`src/hw/ccpt_pkg.sv`:
```
package ccpt_pkg;
   // Register offsets on the plain register port
   localparam logic [3:0]  MODE_OFS    = 4'h0;
   localparam logic [3:0]  CTRL_OFS    = 4'h1;
   localparam logic [3:0]  IEN_OFS     = 4'h2;
   localparam logic [3:0]  STAT_OFS    = 4'h3;
   localparam logic [3:0]  IO0_OFS     = 4'h4;
   localparam logic [3:0]  IO1_OFS     = 4'h5;
   localparam logic [3:0]  ODIS_OFS    = 4'h6;
   localparam logic [3:0]  CNT_OFS     = 4'h7;
   localparam logic [3:0]  GR_A_OFS    = 4'h8;
   localparam logic [3:0]  GR_B_OFS    = 4'h9;
   localparam logic [3:0]  GR_C_OFS    = 4'ha;
   localparam logic [3:0]  GR_D_OFS    = 4'hb;

   // timer_mode_reg fields
   localparam int          MODE_RUN_BIT  = 7;
   localparam int          MODE_SPM_BIT  = 6;
   localparam int          MODE_BUFA_BIT = 5;
   localparam int          MODE_BUFB_BIT = 4;
   localparam int          MODE_PWM_LSB  = 0;
   // control_reg_1 fields
   localparam int          CTRL_CLR_BIT  = 7;
   localparam int          CTRL_LVL_LSB  = 0;
   // Status and enable layout: match flags in [3:0], overflow in bit 7
   localparam int          STAT_OVF_BIT  = 7;
   localparam int          STAT_MATCH_LSB = 0;
   // io_control_reg_0/1: low field pin A/C, high field pin B/D
   localparam int          IO_LO_LSB     = 0;
   localparam int          IO_HI_LSB     = 4;

   // I/O field encodings
   localparam logic [2:0]  IO_OUT_LOW    = 3'h1;
   localparam logic [2:0]  IO_OUT_HIGH   = 3'h2;
   localparam logic [2:0]  IO_OUT_TOGGLE = 3'h3;
   localparam logic [1:0]  EDGE_RISE     = 2'h0;
   localparam logic [1:0]  EDGE_FALL     = 2'h1;

   // Reset values
   localparam logic [15:0] MODE_RST      = 16'h0040;
   localparam logic [15:0] ODIS_RST      = 16'h000f;
   localparam logic [15:0] GR_RST        = 16'hffff;
   localparam logic [15:0] CNT_RST       = 16'h0000;
   localparam logic [15:0] CNT_TOP       = 16'hffff;
   localparam logic [15:0] ZERO_RST      = 16'h0000;

   typedef enum logic [2:0] {
      CCPT_FN_PORT,
      CCPT_FN_CMP,
      CCPT_FN_CAP,
      CCPT_FN_PWM,
      CCPT_FN_SPM
   } ccpt_fn_e;
endpackage

```
`src/hw/ccpt_timer.sv`:
```
// Operation
// - Pin B single-pulse output when single-pulse bit clear
// - PWM bit selects PWM waveform, ignoring I/O field
// - I/O field 001/01X gives compare output
// - I/O field 1XX gives input capture
// - Disabled or unmatched pin is general port
// - Stopped after reset, counts once run set
// - Wrap FFFF to 0000 sets overflow flag
// - Clear-on-match-A restarts counter from zero
// - Compare match drives 0, 1 or toggle
// - Pin already at level stays unchanged
// - Capture on A/B stores counter on selected edge
// - Capture A shifts old A into C
// - Register A cycle, B/C/D duty in PWM
// - PWM forces compare role, ignores I/O fields
// - Level-set bit chooses PWM edge polarity
// - Duty equal to cycle leaves pin unchanged
// - Buffered PWM B copies D into B
`timescale 1ns/10ps
module ccpt_timer #(
   parameter int DW = 16,
   parameter int AW = 4
) (
   input  wire logic          clk_i,
   input  wire logic          rst_n_i,
   input  wire logic [AW-1:0] reg_addr_i,
   input  wire logic [DW-1:0] reg_wdata_i,
   input  wire logic          reg_wr_i,
   input  wire logic          reg_rd_i,
   output logic      [DW-1:0] reg_rdata_o,
   input  wire logic [3:0]    timer_pin_i,
   output logic      [3:0]    timer_pin_o,
   output logic      [3:0]    timer_pin_oe_n_o,
   output logic               irq_o
);
   logic [15:0] timer_mode_reg_q, timer_mode_reg_d;
   logic [15:0] control_reg_1_q, control_reg_1_d;
   logic [15:0] irq_enable_reg_q, irq_enable_reg_d;
   logic [15:0] timer_status_reg_q, timer_status_reg_d;
   logic [15:0] io_control_reg_0_q, io_control_reg_0_d;
   logic [15:0] io_control_reg_1_q, io_control_reg_1_d;
   logic [15:0] timer_output_disable_reg_q, timer_output_disable_reg_d;
   logic [15:0] main_counter_q, main_counter_d;
   logic [15:0] gr_q [4];
   logic [15:0] gr_d [4];
   logic [3:0]  lvl_q, lvl_d;
   logic [3:0]  oe_n_q, oe_n_d;
   logic [3:0]  prev_q;
   logic [DW-1:0] rdata_q, rdata_d;
   logic        irq_q, irq_d;

   logic                  count_run;
   logic                  single_pulse_mode_bit;
   logic                  clear_on_match_a;
   logic [3:0]            pwm_bits;
   logic [3:0]            lvl_set;
   logic [1:0]            buf_en;
   logic [2:0]            io_f [4];
   ccpt_pkg::ccpt_fn_e    fn [4];
   logic [3:0]            match;
   logic [3:0]            cap_ev;
   logic [3:0]            cmp_role;
   logic                  wr_cnt;
   logic                  count_step;
   logic                  clear_a;
   logic                  overflow_ev;

   assign count_run             = timer_mode_reg_q[ccpt_pkg::MODE_RUN_BIT];
   assign single_pulse_mode_bit = timer_mode_reg_q[ccpt_pkg::MODE_SPM_BIT];
   assign buf_en   = {timer_mode_reg_q[ccpt_pkg::MODE_BUFB_BIT], timer_mode_reg_q[ccpt_pkg::MODE_BUFA_BIT]};
   // Pin A has no PWM bit
   assign pwm_bits = {timer_mode_reg_q[ccpt_pkg::MODE_PWM_LSB +: 3], 1'b0};
   assign clear_on_match_a = control_reg_1_q[ccpt_pkg::CTRL_CLR_BIT];
   assign lvl_set  = control_reg_1_q[ccpt_pkg::CTRL_LVL_LSB +: 4];
   assign io_f[0]  = io_control_reg_0_q[ccpt_pkg::IO_LO_LSB +: 3];
   assign io_f[1]  = io_control_reg_0_q[ccpt_pkg::IO_HI_LSB +: 3];
   assign io_f[2]  = io_control_reg_1_q[ccpt_pkg::IO_LO_LSB +: 3];
   assign io_f[3]  = io_control_reg_1_q[ccpt_pkg::IO_HI_LSB +: 3];

   // A software write to the counter takes precedence over counting
   assign wr_cnt     = reg_wr_i && (reg_addr_i == ccpt_pkg::CNT_OFS);
   assign count_step = count_run && !wr_cnt;

   genvar g;
   generate
      for (g = 0; g < 4; g++) begin : g_ch
         always_comb begin
            if (timer_output_disable_reg_q[g]) begin
               fn[g] = ccpt_pkg::CCPT_FN_PORT;
            end else if (!single_pulse_mode_bit) begin
               fn[g] = (g == 1) ? ccpt_pkg::CCPT_FN_SPM : ccpt_pkg::CCPT_FN_PORT;
            end else if (pwm_bits[g]) begin
               fn[g] = ccpt_pkg::CCPT_FN_PWM;
            end else if (io_f[g] == ccpt_pkg::IO_OUT_LOW || io_f[g][2:1] == 2'h1) begin
               fn[g] = ccpt_pkg::CCPT_FN_CMP;
            end else if (io_f[g][2]) begin
               fn[g] = ccpt_pkg::CCPT_FN_CAP;
            end else begin
               fn[g] = ccpt_pkg::CCPT_FN_PORT;
            end
         end
         // Match is taken as the counter leaves the matching value
         assign match[g] = count_step && (main_counter_q == gr_q[g]);
         assign cap_ev[g] = (fn[g] == ccpt_pkg::CCPT_FN_CAP) &&
                            ((io_f[g][1:0] == ccpt_pkg::EDGE_RISE) ? (timer_pin_i[g] && !prev_q[g]) :
                             (io_f[g][1:0] == ccpt_pkg::EDGE_FALL) ? (!timer_pin_i[g] && prev_q[g]) :
                             (timer_pin_i[g] != prev_q[g]));
      end
   endgenerate

   // register A compares whenever any pin runs PWM or single-pulse
   assign cmp_role[0] = (fn[0] == ccpt_pkg::CCPT_FN_CMP) || (fn[1] == ccpt_pkg::CCPT_FN_PWM) ||
                        (fn[2] == ccpt_pkg::CCPT_FN_PWM) || (fn[3] == ccpt_pkg::CCPT_FN_PWM) ||
                        (fn[1] == ccpt_pkg::CCPT_FN_SPM);
   assign cmp_role[1] = (fn[1] == ccpt_pkg::CCPT_FN_CMP) || (fn[1] == ccpt_pkg::CCPT_FN_PWM) ||
                        (fn[1] == ccpt_pkg::CCPT_FN_SPM);
   assign cmp_role[2] = (fn[2] == ccpt_pkg::CCPT_FN_CMP) || (fn[2] == ccpt_pkg::CCPT_FN_PWM) ||
                        (fn[1] == ccpt_pkg::CCPT_FN_SPM);
   assign cmp_role[3] = (fn[3] == ccpt_pkg::CCPT_FN_CMP) || (fn[3] == ccpt_pkg::CCPT_FN_PWM);

   assign clear_a     = clear_on_match_a && cmp_role[0] && match[0];
   assign overflow_ev = count_step && (main_counter_q == ccpt_pkg::CNT_TOP) && !clear_a;

   // Counter and waveform state
   always_comb begin
      main_counter_d = main_counter_q;
      lvl_d          = lvl_q;
      oe_n_d         = oe_n_q;
      for (int i = 0; i < 4; i++) begin
         gr_d[i] = gr_q[i];
      end
      if (wr_cnt) begin
         main_counter_d = reg_wdata_i[15:0];
      end else if (clear_a) begin
         main_counter_d = ccpt_pkg::CNT_RST;
      end else if (count_step) begin
         main_counter_d = main_counter_q + 16'h0001;
      end
      for (int i = 0; i < 4; i++) begin
         oe_n_d[i] = !((fn[i] == ccpt_pkg::CCPT_FN_CMP) || (fn[i] == ccpt_pkg::CCPT_FN_PWM) ||
                       (fn[i] == ccpt_pkg::CCPT_FN_SPM));
         case (fn[i])
            ccpt_pkg::CCPT_FN_CMP: begin
               // 0, 1 or toggle; setting an equal level changes nothing
               if (match[i]) begin
                  case (io_f[i])
                     ccpt_pkg::IO_OUT_LOW:    lvl_d[i] = 1'b0;
                     ccpt_pkg::IO_OUT_HIGH:   lvl_d[i] = 1'b1;
                     ccpt_pkg::IO_OUT_TOGGLE: lvl_d[i] = !lvl_q[i];
                     default:                 lvl_d[i] = lvl_q[i];
                  endcase
               end
            end
            ccpt_pkg::CCPT_FN_PWM: begin
               // A sets cycle, own register sets duty
               // equal duty and cycle freeze the pin
               if (gr_q[i] != gr_q[0]) begin
                  if (match[0]) begin
                     lvl_d[i] = lvl_set[i];
                  end else if (match[i]) begin
                     lvl_d[i] = !lvl_set[i];
                  end
               end
            end
            ccpt_pkg::CCPT_FN_SPM: begin
               // B starts the pulse, C ends it
               if (match[1]) begin
                  lvl_d[i] = lvl_set[1];
               end else if (match[2]) begin
                  lvl_d[i] = !lvl_set[1];
               end
            end
            default: lvl_d[i] = lvl_q[i];
         endcase
      end
      // Buffer pairs: C behind A, D behind B
      for (int j = 0; j < 2; j++) begin
         if (cap_ev[j]) begin
            // buffered capture shifts old value out
            if (buf_en[j]) begin
               gr_d[j + 2] = gr_q[j];
            end
            gr_d[j] = main_counter_q;
         end else if (buf_en[j] && cmp_role[j] && match[j] && fn[1] != ccpt_pkg::CCPT_FN_SPM) begin
            gr_d[j] = gr_q[j + 2];
         end
      end
      if (fn[1] == ccpt_pkg::CCPT_FN_SPM && buf_en[1] && match[0]) begin
         gr_d[1] = gr_q[3];
      end
      // Software writes win over hardware updates of the same register
      if (reg_wr_i) begin
         case (reg_addr_i)
            ccpt_pkg::GR_A_OFS: gr_d[0] = reg_wdata_i[15:0];
            ccpt_pkg::GR_B_OFS: gr_d[1] = reg_wdata_i[15:0];
            ccpt_pkg::GR_C_OFS: gr_d[2] = reg_wdata_i[15:0];
            ccpt_pkg::GR_D_OFS: gr_d[3] = reg_wdata_i[15:0];
            default:            gr_d[0] = gr_d[0];
         endcase
      end
   end

   always_ff @(posedge clk_i or negedge rst_n_i) begin
      if (!rst_n_i) begin
         main_counter_q <= ccpt_pkg::CNT_RST;
         lvl_q          <= 4'h0;
         oe_n_q         <= 4'hf;
         prev_q         <= 4'h0;
         for (int i = 0; i < 4; i++) begin
            gr_q[i] <= ccpt_pkg::GR_RST;
         end
      end else begin
         main_counter_q <= main_counter_d;
         lvl_q          <= lvl_d;
         oe_n_q         <= oe_n_d;
         prev_q         <= timer_pin_i;
         for (int i = 0; i < 4; i++) begin
            gr_q[i] <= gr_d[i];
         end
      end
   end

   // Register file, status and interrupt
   always_comb begin
      timer_mode_reg_d           = timer_mode_reg_q;
      control_reg_1_d            = control_reg_1_q;
      irq_enable_reg_d           = irq_enable_reg_q;
      io_control_reg_0_d         = io_control_reg_0_q;
      io_control_reg_1_d         = io_control_reg_1_q;
      timer_output_disable_reg_d = timer_output_disable_reg_q;
      timer_status_reg_d         = timer_status_reg_q;
      rdata_d                    = '0;
      if (reg_wr_i) begin
         if (reg_addr_i == ccpt_pkg::MODE_OFS) begin
            timer_mode_reg_d = reg_wdata_i[15:0] & 16'h00f7;
         end else if (reg_addr_i == ccpt_pkg::CTRL_OFS) begin
            control_reg_1_d = reg_wdata_i[15:0] & 16'h008f;
         end else if (reg_addr_i == ccpt_pkg::IEN_OFS) begin
            irq_enable_reg_d = reg_wdata_i[15:0] & 16'h008f;
         end else if (reg_addr_i == ccpt_pkg::STAT_OFS) begin
            timer_status_reg_d = timer_status_reg_q & ~reg_wdata_i[15:0];
         end else if (reg_addr_i == ccpt_pkg::IO0_OFS) begin
            io_control_reg_0_d = reg_wdata_i[15:0] & 16'h0077;
         end else if (reg_addr_i == ccpt_pkg::IO1_OFS) begin
            io_control_reg_1_d = reg_wdata_i[15:0] & 16'h0077;
         end else if (reg_addr_i == ccpt_pkg::ODIS_OFS) begin
            timer_output_disable_reg_d = reg_wdata_i[15:0] & 16'h000f;
         end
      end
      // overflow flag; a set in the clearing cycle wins
      if (overflow_ev) begin
         timer_status_reg_d[ccpt_pkg::STAT_OVF_BIT] = 1'b1;
      end
      for (int i = 0; i < 4; i++) begin
         // match flag on compare or capture
         if ((cmp_role[i] && match[i]) || cap_ev[i]) begin
            timer_status_reg_d[ccpt_pkg::STAT_MATCH_LSB + i] = 1'b1;
         end
      end
      irq_d = |(timer_status_reg_d & irq_enable_reg_d);
      if (reg_rd_i) begin
         if (reg_addr_i == ccpt_pkg::MODE_OFS) begin
            rdata_d = timer_mode_reg_q;
         end else if (reg_addr_i == ccpt_pkg::CTRL_OFS) begin
            rdata_d = control_reg_1_q;
         end else if (reg_addr_i == ccpt_pkg::IEN_OFS) begin
            rdata_d = irq_enable_reg_q;
         end else if (reg_addr_i == ccpt_pkg::STAT_OFS) begin
            rdata_d = timer_status_reg_q;
         end else if (reg_addr_i == ccpt_pkg::IO0_OFS) begin
            rdata_d = io_control_reg_0_q;
         end else if (reg_addr_i == ccpt_pkg::IO1_OFS) begin
            rdata_d = io_control_reg_1_q;
         end else if (reg_addr_i == ccpt_pkg::ODIS_OFS) begin
            rdata_d = timer_output_disable_reg_q;
         end else if (reg_addr_i == ccpt_pkg::CNT_OFS) begin
            // counter is read as one whole word
            rdata_d = main_counter_q;
         end else if (reg_addr_i == ccpt_pkg::GR_A_OFS) begin
            rdata_d = gr_q[0];
         end else if (reg_addr_i == ccpt_pkg::GR_B_OFS) begin
            rdata_d = gr_q[1];
         end else if (reg_addr_i == ccpt_pkg::GR_C_OFS) begin
            rdata_d = gr_q[2];
         end else if (reg_addr_i == ccpt_pkg::GR_D_OFS) begin
            rdata_d = gr_q[3];
         end
      end
   end

   always_ff @(posedge clk_i or negedge rst_n_i) begin
      if (!rst_n_i) begin
         timer_mode_reg_q           <= ccpt_pkg::MODE_RST;
         control_reg_1_q            <= ccpt_pkg::ZERO_RST;
         irq_enable_reg_q           <= ccpt_pkg::ZERO_RST;
         timer_status_reg_q         <= ccpt_pkg::ZERO_RST;
         io_control_reg_0_q         <= ccpt_pkg::ZERO_RST;
         io_control_reg_1_q         <= ccpt_pkg::ZERO_RST;
         timer_output_disable_reg_q <= ccpt_pkg::ODIS_RST;
         rdata_q                    <= '0;
         irq_q                      <= 1'b0;
      end else begin
         timer_mode_reg_q           <= timer_mode_reg_d;
         control_reg_1_q            <= control_reg_1_d;
         irq_enable_reg_q           <= irq_enable_reg_d;
         timer_status_reg_q         <= timer_status_reg_d;
         io_control_reg_0_q         <= io_control_reg_0_d;
         io_control_reg_1_q         <= io_control_reg_1_d;
         timer_output_disable_reg_q <= timer_output_disable_reg_d;
         rdata_q                    <= rdata_d;
         irq_q                      <= irq_d;
      end
   end

   assign reg_rdata_o      = rdata_q;
   assign timer_pin_o      = lvl_q;
   assign timer_pin_oe_n_o = oe_n_q;
   assign irq_o            = irq_q;
endmodule
```
`config.mk`:
```
export PLATFORM = sky130hd
export DESIGN_NAME = ccpt_timer
export DESIGN_NICKNAME = d
export VERILOG_FILES = /design/src/hw/ccpt_pkg.sv /design/src/hw/ccpt_timer.sv
export SDC_FILE = /design/constraint.sdc
export NUM_CORES = 1
export LEC_CHECK = 0
export BUFFER_PORTS_ARGS = -buffer_cell sky130_fd_sc_hd__clkbuf_2
export CORE_MARGIN = 2
export CORE_UTILIZATION = 55
export DETAILED_ROUTE_END_ITERATION = 10
export PLACE_DENSITY = 0.69
export SYNTH_ARGS = -nofsm -noshare
export SYNTH_HDL_FRONTEND = slang
export SYNTH_SLANG_ARGS = --single-unit
```
`constraint.sdc`:
```
create_clock -name clk_i -period 4.8 [get_ports clk_i]
set_input_delay 0.96 -clock clk_i [delete_from_list [all_inputs] [get_ports clk_i]]
set_output_delay 0.96 -clock clk_i [all_outputs]
set_load 0.005 [all_outputs]
```
==> reports/qor_table.md, run 1 <==
| Quantity | Reported |
|:---|:---|
| Status | finished clean |
| Deepest clock path buffer count | 2 |
| Worst-case setup margin in the final layout | 1.389 ns |
| Leakage power total | 4.799 nW |
| Number of non-filler instances in the completed layout | 1399 |
| Crit share post-route | 71.05% |
| Max frequency | 293.2 MHz |
| CP endpoint kind | flip-flop |
| Clock latency of the later-clocked register in the worst-skew pair | 0.44 ns |
| CTS tree | built |
| Endpoint of the worst hold-timing path | control_reg_1_q[0]$_DFFE_PN0P_ |
| Number of enable flip-flop cells after synthesis | 0 |
| IO Port Bufs | 52 |
| Tightest Pin Transition | 1.259 ns |
| Average footprint of a synthesized cell | 9.441 um2 |
| Die area | 20420 um2 |
| Drt initial violations | 1086 |
| First element of the critical path | reg_addr_i[2] |
| Ys Warns | 0 |
| Number of hold-slack violations in the final timing report | 0 |
| Combinational share of power | 30.2% |
| Floorplan row count | 50 |
| Post-synthesis sequential area ratio | 40.71% |
| Congestion Overflow GR | 0 |
| Vertical extent of the die | 142.9 um |
| Hold Path Origin | control_reg_1_q[0]$_DFFE_PN0P_ |
| FFs w/ async S/R, synth | 100.0% |
| Cell family with most CP delay | simple AND/OR/NAND/NOR gates |
| Relative slew slack | 14.95% |
| Die width | 142.9 um |
| Longest individual stage delay on the worst path | 1.07 ns |
| Total wirelength of the detailed-routed design | 36300 um |
| Final net count | 1163 |
| Number of storage elements in the synthesis netlist | 169 |
| Net Count, Synth | 1161 |
| Placed Instances | 1367 |
| Power per cell area | 556.0 nW/um2 |
| Number of global-route vias before repair | 8714 |
| # resized after CTS | 0 |
| Routed via count | 9156 |
| R2R Path Start | main_counter_q[0]$_DFFE_PN0P_ |
| Final-layout setup total negative slack | 0 ns |
| Type of the setup path with the least slack | in -> reg |
| Reported max-cap violation count | 0 |
| Switching power | 2.663 mW |
| DP HPWL | 25630 um |
| Maximum vdd drop | 0.3364 mV |
| Area contributors post-synth | sky130_fd_sc_hd__dfrtp_1, sky130_fd_sc_hd__dfstp_2, sky130_fd_sc_hd__xor2_1, sky130_fd_sc_hd__mux2i_1, sky130_fd_sc_hd__mux2_2 |
| Diodes inserted | 0 |
| Dominant synthesized flop cell | sky130_fd_sc_hd__dfrtp_1 |
| Critical path launch point type | input port |
| Setup clock skew after layout | 0.008676 ns |
| Worst min path class | reg -> reg |
| All-Layer GR Usage | 36.84% |
| Most congested layer reported by global routing | met2 |
| # IOs | 53 |
| Post-synthesis to final-layout area growth | 8.443% |
| Share of the synthesized area in the top cell type | 22.64% |
| Largest net degree at the start of global routing | 98 |
| Net switching fraction of the power | 41.62% |
| Cell taking the most area after synthesis | sky130_fd_sc_hd__dfrtp_1 |
| Final number of max-transition violations | 0 |
| Sinks on the clock net | 169 |
| Worst setup slack for register-to-register paths | 1.42 ns |
| Number of instances on the worst hold path | 1 |
| Capture instance of the worst register-to-register path | gr_q[39]$_DFF_PN1_ |
| RSZ-0062 raised after global routing | false |
| Met2 track utilization from global routing | 56.23% |
| Largest fanout on the critical path | 22 |
| Placeable Area | 18830 um2 |
| Worst Reg-to-Reg Cells | 6 |
| Global-route wire length before repair | 55370 um |
| Slowest library cell on the worst path | sky130_fd_sc_hd__nor4bb_1 |
| Number of search-and-repair iterations in the first detailed-routing pass | 8 |
| Post-placement worst setup slack | 1.194 ns |
| WL per Instance | 25.95 um |
| GRT met3 Usage | 7.646% |
| Number of different library cells in the post-synthesis netlist | 71 |
| Total of endpoints with negative setup slack in the final report | 0 |
| Count of mapped cells out of synthesis | 1124 |
| Proportion of layout cells with a drive suffix above 1 | 21.25% |
| Starting density of the core | 56.35% |
| Worst EP arrival | 3.71 ns |
| Routed Antenna Nets | 0 |
| Drt drc | 0 |
| Count of hold-fix buffers inserted at cts | 0 |
| Clock-pin slew reported for the worst setup and hold paths after clock tree synthesis | 0.07 ns |
| Internal | 3.735 mW |
| Deepest level of the CTS H-tree | 4 |
| Worst path required time | 5.10 ns |
| Mean number of vias per cell | 6.545 |
| Final critical path time including I/O delays and setup | 3.411 ns |
| Number of antenna violations at the first check in global routing | 0 |
| WP buf/inv | 2 |
| Cell chosen for the clock root | sky130_fd_sc_hd__clkbuf_16 |
| Ordered cell list for the critical path | clkbuf_2 -> buf_4 -> nor4bb_1 -> a31oi_1 -> a41oi_1 -> o31ai_1 -> a2111oi_0 -> nand3_1 |
| Number of buffers created by CTS | 17 |
| Met1 Resource Use GR | 48.88% |
| Synth Cell Area | 10610 um2 |
| Clk network pwr share | 20.4% |
| Number of buffers added for setup after CTS | 0 |
| Relative contribution of sequential cells to total power | 49.4% |
| Final weighted congestion in routability-driven placement | 1.022 |
-- Yosys cell counts (5+ instances only) --
| cell type | count |
|---|---|
| sky130_fd_sc_hd__a21boi_0 | 14 |
| sky130_fd_sc_hd__a21oi_1 | 74 |
| sky130_fd_sc_hd__a221o_1 | 17 |
| sky130_fd_sc_hd__a221oi_1 | 9 |
| sky130_fd_sc_hd__a222oi_1 | 7 |
| sky130_fd_sc_hd__a22oi_1 | 11 |
| sky130_fd_sc_hd__and2_1 | 7 |
| sky130_fd_sc_hd__and3_1 | 6 |
| sky130_fd_sc_hd__buf_1 | 11 |
| sky130_fd_sc_hd__buf_2 | 33 |
| sky130_fd_sc_hd__clkbuf_1 | 43 |
| sky130_fd_sc_hd__dfrtp_1 | 96 |
| sky130_fd_sc_hd__dfstp_2 | 73 |
| sky130_fd_sc_hd__ha_1 | 9 |
| sky130_fd_sc_hd__inv_1 | 21 |
| sky130_fd_sc_hd__mux2_2 | 42 |
| sky130_fd_sc_hd__mux2i_1 | 66 |
| sky130_fd_sc_hd__nand2_1 | 113 |
| sky130_fd_sc_hd__nand3_1 | 20 |
| sky130_fd_sc_hd__nand3b_1 | 5 |
| sky130_fd_sc_hd__nand4_1 | 14 |
| sky130_fd_sc_hd__nor2_1 | 80 |
| sky130_fd_sc_hd__nor2b_1 | 20 |
| sky130_fd_sc_hd__nor3_1 | 21 |
| sky130_fd_sc_hd__nor4_1 | 15 |
| sky130_fd_sc_hd__o21ai_0 | 60 |
| sky130_fd_sc_hd__o22ai_1 | 6 |
| sky130_fd_sc_hd__o31ai_1 | 20 |
| sky130_fd_sc_hd__xnor2_1 | 50 |
| sky130_fd_sc_hd__xor2_1 | 77 |
-- layout by cell type (no fill, tap or decap), drive strengths merged, types with 4 or more instances in the layout --
cell type and count:
a21boi 14, a21oi 74, a221o 17, a221oi 9, a222oi 7, a22oi 11, a31oi 4, and2 7
and3 6, buf 27, clkbuf 71, clkinv 5, clkinvlp 5, dfrtp 96, dfstp 73, ha 9
inv 24, mux2 42, mux2i 66, nand2 113, nand2b 4, nand3 20, nand3b 5, nand4 15
nor2 80, nor2b 20, nor3 22, nor4 20, nor4b 4, o21a 4, o21ai 64, o22ai 6
o31ai 20, xnor2 50, xor2 77
-- flip-flops by register name (all words and copies together), names as in the netlist --
signal	count
gr_q	64
irq_enable_reg_q	16
main_counter_q	16
reg_rdata_o	16
timer_status_reg_q	16
timer_mode_reg_q	7
io_control_reg_0_q	6
io_control_reg_1_q	6
control_reg_1_q	5
prev_q	4
timer_output_disable_reg_q	4
timer_pin_o	4
timer_pin_oe_n_o	4
irq_o	1
-- power groups by stage --
stage / Sequential [mW] / Clock [mW] / Combinational, mW
after floorplan: 2.41 / 0 / 1.83
after global placement: 3.15 / 0 / 1.84
after detailed placement: 3.14 / 0 / 1.89
after CTS: 3.12 / 1.33 / 1.90
after global routing: 3.18 / 1.38 / 2.11
final: 3.16 / 1.31 / 1.93
-- layout make-up --
class                   instances  area [um2]
clock buffers                  20       446.7
clock inverters                12       91.34
fillers                      1639        7323
inverters                      22       82.58
multi-input cells             838        5779
flip-flops and latches        169        4320
well taps                     260       325.3
repair buffers                 78       461.7
-- through the flow --
step | utilization [%] | cell area [um2] | power [mW] | hold WS (ns)
2_1_floorplan | - | 10610 | 4.248 | 0.4669
3_3_place_gp | 58.25 | 10970 | 4.988 | 0.4933
3_5_place_dp | 58.25 | 10970 | 5.025 | 0.5004
4_1_cts | 61.11 | 11510 | 6.348 | 0.5155
5_1_grt | 61.11 | 11510 | 6.676 | 0.5448
6_report | 61.11 | 11510 | 6.398 | 0.5164
-- logic make-up (layout without fill, tap and decap cells) --
family	after synthesis	count (layout)	share of synthesized area (%)
AOI/OAI and AO/OA	264	264	16.39
xor gates and xnor gates	127	127	10.48
adders and majority gates	9	9	1.061
buffers and inverters	117	132	4.905
DFF	169	169	40.71
muxes	111	111	11.32
and+or+nand+nor	327	327	15.13
-- per-layer routing --
layer | vias to the layer above | wire [um]
li1 | 4000 | -
met1 | 4461 | 14420
met2 | 550 | 16210
met3 | 145 | 3376
met4 | 0 | 2293
met5 | - | 0
-- how the worst max path moves through the flow --
stage | cells after the start | slack (ns) | endpoint
floorplan | 8 | 2.01 | gr_q[38]$_DFF_PN1_
global placement | 6 | 1.31 | gr_q[40]$_DFF_PN1_
detailed placement | 8 | 1.19 | irq_o$_DFF_PN0_
CTS | 8 | 1.59 | irq_o$_DFF_PN0_
global route | 6 | 1.29 | gr_q[39]$_DFF_PN1_
finish | 8 | 1.39 | irq_o$_DFF_PN0_
Note: power is estimated with default switching activity, not from simulation.
==> run 2, diff against run 1 <==
--- a/config.mk
+++ b/config.mk
@@ -9,7 +9,7 @@
 export CORE_MARGIN = 2
 export CORE_UTILIZATION = 55
 export DETAILED_ROUTE_END_ITERATION = 10
-export PLACE_DENSITY = 0.69
+export PLACE_DENSITY = 0.72
 export SYNTH_ARGS = -nofsm -noshare
 export SYNTH_HDL_FRONTEND = slang
 export SYNTH_SLANG_ARGS = --single-unit
==> constraint.sdc (replaced) <==
create_clock -name clk_i -period 3 [get_ports clk_i]
set_input_delay 0.6 -clock clk_i [delete_from_list [all_inputs] [get_ports clk_i]]
set_output_delay 0.6 -clock clk_i [all_outputs]
set_load 0.005 [all_outputs]
==> run 2 against run 1 <==
  * Sequential power grew 48%
  * Critical path type is now reg -> reg
  * Largest power group unchanged
  * Sequential share of layout area fell by 1.9 points
  * Global-route usage grew 3.3 points
  * Flip-flop and latch count unchanged
==> reports/qor_table.md, run 2 (synthesis results as in run 1) <==
| Quantity | Reported | Change |
|:---|:---|:---|
| Reported max-cap violation count | 0 | unchanged |
| All-Layer GR Usage | 40.15% | +3.3 points |
| Total wirelength of the detailed-routed design | 39720 um | +9.4% |
| Tightest Pin Transition | 1.089 ns | -0.1695 ns |
| Congestion Overflow GR | 0 | unchanged |
| Die area | 20420 um2 | unchanged |
| Longest individual stage delay on the worst path | 0.89 ns | -0.18 ns |
| Leading cell type in the layout, fill and taps excluded | sky130_fd_sc_hd__nand2_1 |  |
| Number of antenna violations at the first check in global routing | 0 | unchanged |
| Placement-stage cell area | 11500 um2 | +4.8% |
| Worst setup slack for register-to-register paths | 0.14 ns | -1.28 ns |
| Number of buffers added for setup after CTS | 0 | unchanged |
| Maximum vdd drop | 0.5755 mV | +71% |
| DP HPWL | 29770 um | +16% |
| Vertical extent of the die | 142.9 um | unchanged |
| Leakage power total | 5.178 nW | +7.9% |
| Routed Antenna Nets | 0 | unchanged |
| Post-synthesis to final-layout area growth | 14.30% |  |
| Slowest library cell on the worst path | sky130_fd_sc_hd__a211oi_1 |  |
| Relative slew slack | 26.95% | +12 points |
| CTS tree | built |  |
| Drt initial violations | 1072 | -1.3% |
| Proportion of layout cells with a drive suffix above 1 | 25.38% | +4.1 points |
| Largest net degree at the start of global routing | 64 | -35% |
| Number of global-route vias before repair | 9125 | +4.7% |
| Placeable Area | 18830 um2 | unchanged |
| Worst path required time | 3.31 ns | -1.79 ns |
| RSZ-0062 raised after global routing | false |  |
| Deepest level of the CTS H-tree | 4 | unchanged |
| Floorplan row count | 50 | unchanged |
| Diodes inserted | 0 | unchanged |
| # IOs | 53 | unchanged |
| Power per cell area | 892.4 nW/um2 | +61% |
| Final number of max-transition violations | 0 | unchanged |
| Flip-flop count of the largest register after layout | 64 | unchanged |
| Max frequency | 349.5 MHz |  |
| Final-layout setup total negative slack | 0 ns | unchanged |
| FILL cells | 1602 | -2.3% |
| Type of the setup path with the least slack | reg -> reg |  |
| Number of hold-slack violations in the final timing report | 0 | unchanged |
| Ordered cell list for the critical path | nor2b_1 -> nor2_1 -> a211oi_1 -> o311ai_0 -> a222oi_1 -> nand3_1 |  |
| Mean number of vias per cell | 6.496 | -0.75% |
| Setup clock skew after layout | 0.01609 ns | +0.007418 ns |
| Sinks on the clock net | 169 | unchanged |
| Post-layout utilization of the core | 64.41% | +3.3 points |
| Worst Reg-to-Reg Cells | 6 | unchanged |
| Number of buffers created by CTS | 17 | unchanged |
| Clock latency of the later-clocked register in the worst-skew pair | 0.45 ns | about the same |
| WP buf/inv | 0 | -2 |
| IO Port Bufs | 52 | unchanged |
| Largest fanout on the critical path | 14 | -36% |
| Clock-pin slew reported for the worst setup and hold paths after clock tree synthesis | 0.08 ns | about the same |
| Final weighted congestion in routability-driven placement | 1.060 | +3.6% |
| Most frequent cells in the layout | sky130_fd_sc_hd__nand2_1, sky130_fd_sc_hd__dfrtp_1, sky130_fd_sc_hd__nor2_1 |  |
| Worst min path class | in -> async |  |
| Capture instance of the worst register-to-register path | irq_o$_DFF_PN0_ |  |
| Number of search-and-repair iterations in the first detailed-routing pass | 6 | -2 |
| Final net count | 1222 | +5.1% |
| Drt drc | 0 | unchanged |
| Die width | 142.9 um | unchanged |
| Power Total | 10.82 mW | +69% |
| Status | finished clean |  |
| Routed via count | 9471 | +3.4% |
| Global-route wire length before repair | 59310 um | +7.1% |
| Cell chosen for the clock root | sky130_fd_sc_hd__clkbuf_16 |  |
| Crit share post-route | 95.37% |  |
| Worst EP arrival | 3.17 ns | -0.54 ns |
| CP endpoint kind | flip-flop |  |
| Most flop-heavy register | gr_q |  |
| Cell family with most CP delay | compound AO/OA/AOI/OAI gates |  |
| Total of endpoints with negative setup slack in the final report | 0 | unchanged |
| Starting density of the core | 56.35% | unchanged |
| Final critical path time including I/O delays and setup | 2.861 ns |  |
| R2R Path Start | timer_mode_reg_q[6]$_DFFE_PN1P_ |  |
| Total non-filler cell area in the finished layout | 12130 um2 | +5.4% |
| Deepest clock path buffer count | 2 | unchanged |
| Critical path launch point type | flip-flop |  |
| WL per Instance | 27.25 um | +5.0% |
==> run 2: cell types whose count changed in the layout (fill, tap and decap cells not counted), sizes merged <==
cell	before	now
clkinvlp	5	0
inv	24	29
clkinv	5	7
bufinv	0	1
clkbuf	71	68
buf	27	86
==> run 2: area by class of cell <==
cell class,instances,area (um2),area share (%)
tap,260,325.3,2.682
timing repair buffer,137,992.2,8.180
multi-input combinational,838,5786,47.70
sequential,169,4320,35.62
clock buffer,17,425.4,3.507
clock inverter,15,197.7,1.630
inverter,22,82.58,0.6808
==> run 2: worst max-delay path by stage <==
stage / from / slack, ns / cells after the start / endpoint
CTS: timer_mode_reg_q[6]$_DFFE_PN1P_ / 0.18 / 6 / irq_o$_DFF_PN0_
floorplan: timer_pin_i[1] / 0.57 / 8 / gr_q[38]$_DFF_PN1_
detailed placement: timer_mode_reg_q[6]$_DFFE_PN1P_ / 0.20 / 6 / irq_o$_DFF_PN0_
global route: timer_mode_reg_q[6]$_DFFE_PN1P_ / 0.07 / 6 / irq_o$_DFF_PN0_
finish: timer_mode_reg_q[6]$_DFFE_PN1P_ / 0.14 / 6 / irq_o$_DFF_PN0_
global placement: gr_q[56]$_DFF_PN1_ / 0.26 / 7 / timer_pin_o[2]$_DFFE_PN0P_
==> run 2: per-stage QoR <==
| stage | setup slack [ns] | std cells | hold slack (ns) |
|---|---|---|---|
| 6_report | 0.1390 | 1458 | 0.06387 |
| 2_1_floorplan | 0.5666 | 1124 | 0.3044 |
| 3_3_place_gp | 0.2555 | 1426 | 0.5035 |
| 3_5_place_dp | 0.2043 | 1426 | 0.5035 |
| 5_1_grt | 0.06916 | 1458 | 0.07836 |
| 4_1_cts | 0.1776 | 1458 | 0.07302 |
==> run 2: what timing repair did <==
item                                    in CTS  in global routing
hold buffers                                 0                  0
resized for setup                            0                  1
hold endpoints to repair                     0                  0
endpoints found under the setup margin       0                  1
==> run 2: report_power, final <==
group | internal, mW | switching, mW | leakage [nW]
Sequential | 3.31 | 1.38 | 2.00
Combinational | 1.76 | 2.02 | 2.87
Clock | 1.21 | 1.13 | 0.305
Total | 6.29 | 4.53 | 5.18
==> run 2: metal layers <==
layer	track usage, %	wire length [um]
met5	0	0
met2	61.70	18020
met1	53.49	15750
met4	21.37	2293
met3	8.283	3658
==> run 3, diff against run 2 <==
--- a/config.mk
+++ b/config.mk
@@ -7,9 +7,9 @@
 export LEC_CHECK = 0
 export BUFFER_PORTS_ARGS = -buffer_cell sky130_fd_sc_hd__clkbuf_2
 export CORE_MARGIN = 2
-export CORE_UTILIZATION = 55
+export CORE_UTILIZATION = 24
 export DETAILED_ROUTE_END_ITERATION = 10
-export PLACE_DENSITY = 0.72
+export PLACE_DENSITY = 0.35
 export SYNTH_ARGS = -nofsm -noshare
 export SYNTH_HDL_FRONTEND = slang
 export SYNTH_SLANG_ARGS = --single-unit
==> run 3 against run 2 <==
  * Worst hold slack better by 0.030 ns
  * Global-route usage fell by 19 points
  * Via count fell by 4.3%
  * Non-clock buffer count rose by 22
  * Clock skew decreased by 0.0022 ns
  * Total power up 4.5%
  * Sequential share of layout area fell by 1.7 points
  * Register-to-register slack better by 0.05 ns
  * Flip-flop and latch count unchanged
  * Largest cell class unchanged
==> reports/qor_table.md, run 3 (synthesis results as in run 1) <==
| Quantity | Reported | Change |
|:---|:---|:---|
| Status | finished clean |  |
| Total of endpoints with negative setup slack in the final report | 0 | unchanged |
| Proportion of layout cells with a drive suffix above 1 | 26.31% | +0.94 points |
| Cell chosen for the clock root | sky130_fd_sc_hd__clkbuf_16 |  |
| Total wirelength of the detailed-routed design | 47470 um | +19% |
| Final critical path time including I/O delays and setup | 2.812 ns | -0.04928 ns |
| Placeable Area | 43930 um2 | +130% |
| Final number of max-transition violations | 0 | unchanged |
| Worst Reg-to-Reg Cells | 9 | +3 |
| Deepest clock path buffer count | 2 | unchanged |
| Final-layout setup total negative slack | 0 ns | unchanged |
| Leading cell type in the layout, fill and taps excluded | sky130_fd_sc_hd__nand2_1 |  |
| Starting density of the core | 24.15% | -32 points |
| Number of global-route vias before repair | 9039 | -0.94% |
| Number of buffers added for setup after CTS | 0 | unchanged |
| Post-placement worst setup slack | 0.2318 ns | +0.02757 ns |
| Final weighted congestion in routability-driven placement | 0.8660 | -18% |
| Drt drc | 0 | unchanged |
| Number of buffers created by CTS | 17 | unchanged |
| Flip-flop count of the largest register after layout | 64 | unchanged |
| Crit share post-route | 93.73% | -1.6 points |
| Power Total | 11.31 mW | +4.5% |
| Diodes inserted | 0 | unchanged |
| Placed Instances | 1780 | +25% |
| Most flop-heavy register | gr_q |  |
| All-Layer GR Usage | 20.85% | -19 points |
| Routed via count | 9063 | -4.3% |
| Post-synthesis to final-layout area growth | 19.90% |  |
| R2R Path Start | gr_q[56]$_DFF_PN1_ |  |
| Worst-case setup margin in the final layout | 0.1882 ns | +0.04928 ns |
| Congestion Overflow GR | 0 | unchanged |
| RSZ-0062 raised after global routing | false |  |
| Largest net degree at the start of global routing | 48 | -25% |
| Tightest Pin Transition | 0.8189 ns | -0.2702 ns |
| CP endpoint kind | flip-flop |  |
| Number of non-filler instances in the completed layout | 1812 | +24% |
| Clock latency of the later-clocked register in the worst-skew pair | 0.46 ns | about the same |
| Slowest library cell on the worst path | sky130_fd_sc_hd__nor4_1 |  |
| # resized after CTS | 0 | unchanged |
| Global-route wire length before repair | 68830 um | +16% |
| Critical path launch point type | flip-flop |  |
| Type of the setup path with the least slack | reg -> reg |  |
| Largest fanout on the critical path | 4 | -10 |
| Relative slew slack | 43.99% | +17 points |
| Worst hold slack | 0.09398 ns | +0.03011 ns |
| Placement-stage cell area | 12080 um2 | +5.0% |
| Worst setup slack for register-to-register paths | 0.19 ns | +0.05 ns |
| Floorplan row count | 77 | +54% |
| # IOs | 53 | unchanged |
| Leakage power total | 5.289 nW | +2.2% |
| IO Port Bufs | 52 | unchanged |
| Deepest level of the CTS H-tree | 4 | unchanged |
| Routed Antenna Nets | 0 | unchanged |
| Die area | 45910 um2 | +120% |
| Power per cell area | 888.8 nW/um2 | -0.40% |
| Worst path required time | 3.34 ns | +0.03 ns |
| Worst EP arrival | 3.16 ns | about the same |
| Maximum vdd drop | 0.3198 mV | -44% |
| Ordered cell list for the critical path | buf_4 -> xor2_1 -> nor4_1 -> buf_4 -> o2111ai_1 -> nor4_1 -> buf_4 -> nor4b_1 -> mux2_2 |  |
| Total non-filler cell area in the finished layout | 12720 um2 | +4.9% |
| Capture instance of the worst register-to-register path | timer_pin_o[2]$_DFFE_PN0P_ |  |
| Worst min path class | in -> async |  |
| Setup clock skew after layout | 0.01385 ns | -0.002248 ns |
| Number of antenna violations at the first check in global routing | 1 | +1 |
| Most frequent cells in the layout | sky130_fd_sc_hd__nand2_1, sky130_fd_sc_hd__buf_4, sky130_fd_sc_hd__dfrtp_1 |  |
| DP HPWL | 35360 um | +19% |
| Count of hold-fix buffers inserted at cts | 0 | unchanged |
| Drt initial violations | 747 | -30% |
| Clock-pin slew reported for the worst setup and hold paths after clock tree synthesis | 0.07 ns | about the same |
| CTS tree | built |  |
| Most frequent CP cell | sky130_fd_sc_hd__buf_4 |  |
| Vertical extent of the die | 214.3 um | +50% |
| Die width | 214.3 um | +50% |
| Longest individual stage delay on the worst path | 0.68 ns | -0.21 ns |
| Final net count | 1244 | +1.8% |
| Number of search-and-repair iterations in the first detailed-routing pass | 7 | +1 |
| Number of hold-slack violations in the final timing report | 0 | unchanged |
| Post-layout utilization of the core | 28.96% | -35 points |
| Sinks on the clock net | 169 | unchanged |
| Max frequency | 355.6 MHz | +1.8% |
| Mean number of vias per cell | 5.002 | -23% |
| Reported max-cap violation count | 0 | unchanged |
| WL per Instance | 26.19 um | -3.9% |
==> run 3: cell count changes in the layout (fill, tap and decap cells not counted), moves of 2 or more <==
cell,before,now
sky130_fd_sc_hd__buf_4,78,101
sky130_fd_sc_hd__clkbuf_8,0,6
sky130_fd_sc_hd__inv_8,6,0
sky130_fd_sc_hd__clkbuf_1,0,4
sky130_fd_sc_hd__clkinv_8,4,0
sky130_fd_sc_hd__bufinv_16,1,4
sky130_fd_sc_hd__clkinv_4,2,0
sky130_fd_sc_hd__clkinvlp_4,0,2
sky130_fd_sc_hd__inv_6,2,0
==> run 3: worst max-delay path: cells and delay by family (launching register included) <==
family / cells / cell delay, ns
and+or+nand+nor: 3 / 1.04
buffers and inverters: 3 / 0.58
DFF: 1 / 0.57
muxes: 1 / 0.27
AOI/OAI and AO/OA: 1 / 0.14
xor gates and xnor gates: 1 / 0.09
==> run 3: worst max path at each step <==
stage	from	slack, ns	cells past startpoint	to
after floorplan	timer_pin_i[1]	0.57	8	gr_q[38]$_DFF_PN1_
after global placement	main_counter_q[3]$_DFFE_PN0P_	0.22	6	timer_pin_o[2]$_DFFE_PN0P_
after detailed placement	timer_pin_i[1]	0.23	9	irq_o$_DFF_PN0_
after CTS	main_counter_q[3]$_DFFE_PN0P_	0.22	6	timer_pin_o[2]$_DFFE_PN0P_
after global routing	main_counter_q[3]$_DFFE_PN0P_	0.06	7	gr_q[39]$_DFF_PN1_
final	gr_q[56]$_DFF_PN1_	0.19	9	timer_pin_o[2]$_DFFE_PN0P_
==> run 3: layout make-up <==
| class | count | area, um2 |
|---|---|---|
| Inverter | 22 | 82.58 |
| Fill cell | 4660 | 31210 |
| Tap cell | 592 | 740.7 |
| Sequential cell | 169 | 4320 |
| Timing Repair Buffer | 159 | 1147 |
| Clock inverter | 6 | 135.1 |
| Clock buffer | 26 | 509.2 |
| Multi-Input combinational cell | 838 | 5788 |
==> run 3: per-layer routing <==
metal  up-vias  global-route usage, %  wire [um]
met3        40                  3.574       1944
li1       4160                      -          -
met4         0                  5.440        932
met2       257                  33.32      22180
met1      4606                  29.12      22410
met5         -                      0          0
==> run 3: where the power goes <==
group          internal [mW]  switching [mW]
clock                   1.51           0.999
sequential              3.31            1.20
combinational           1.92            2.38
total                   6.73            4.58
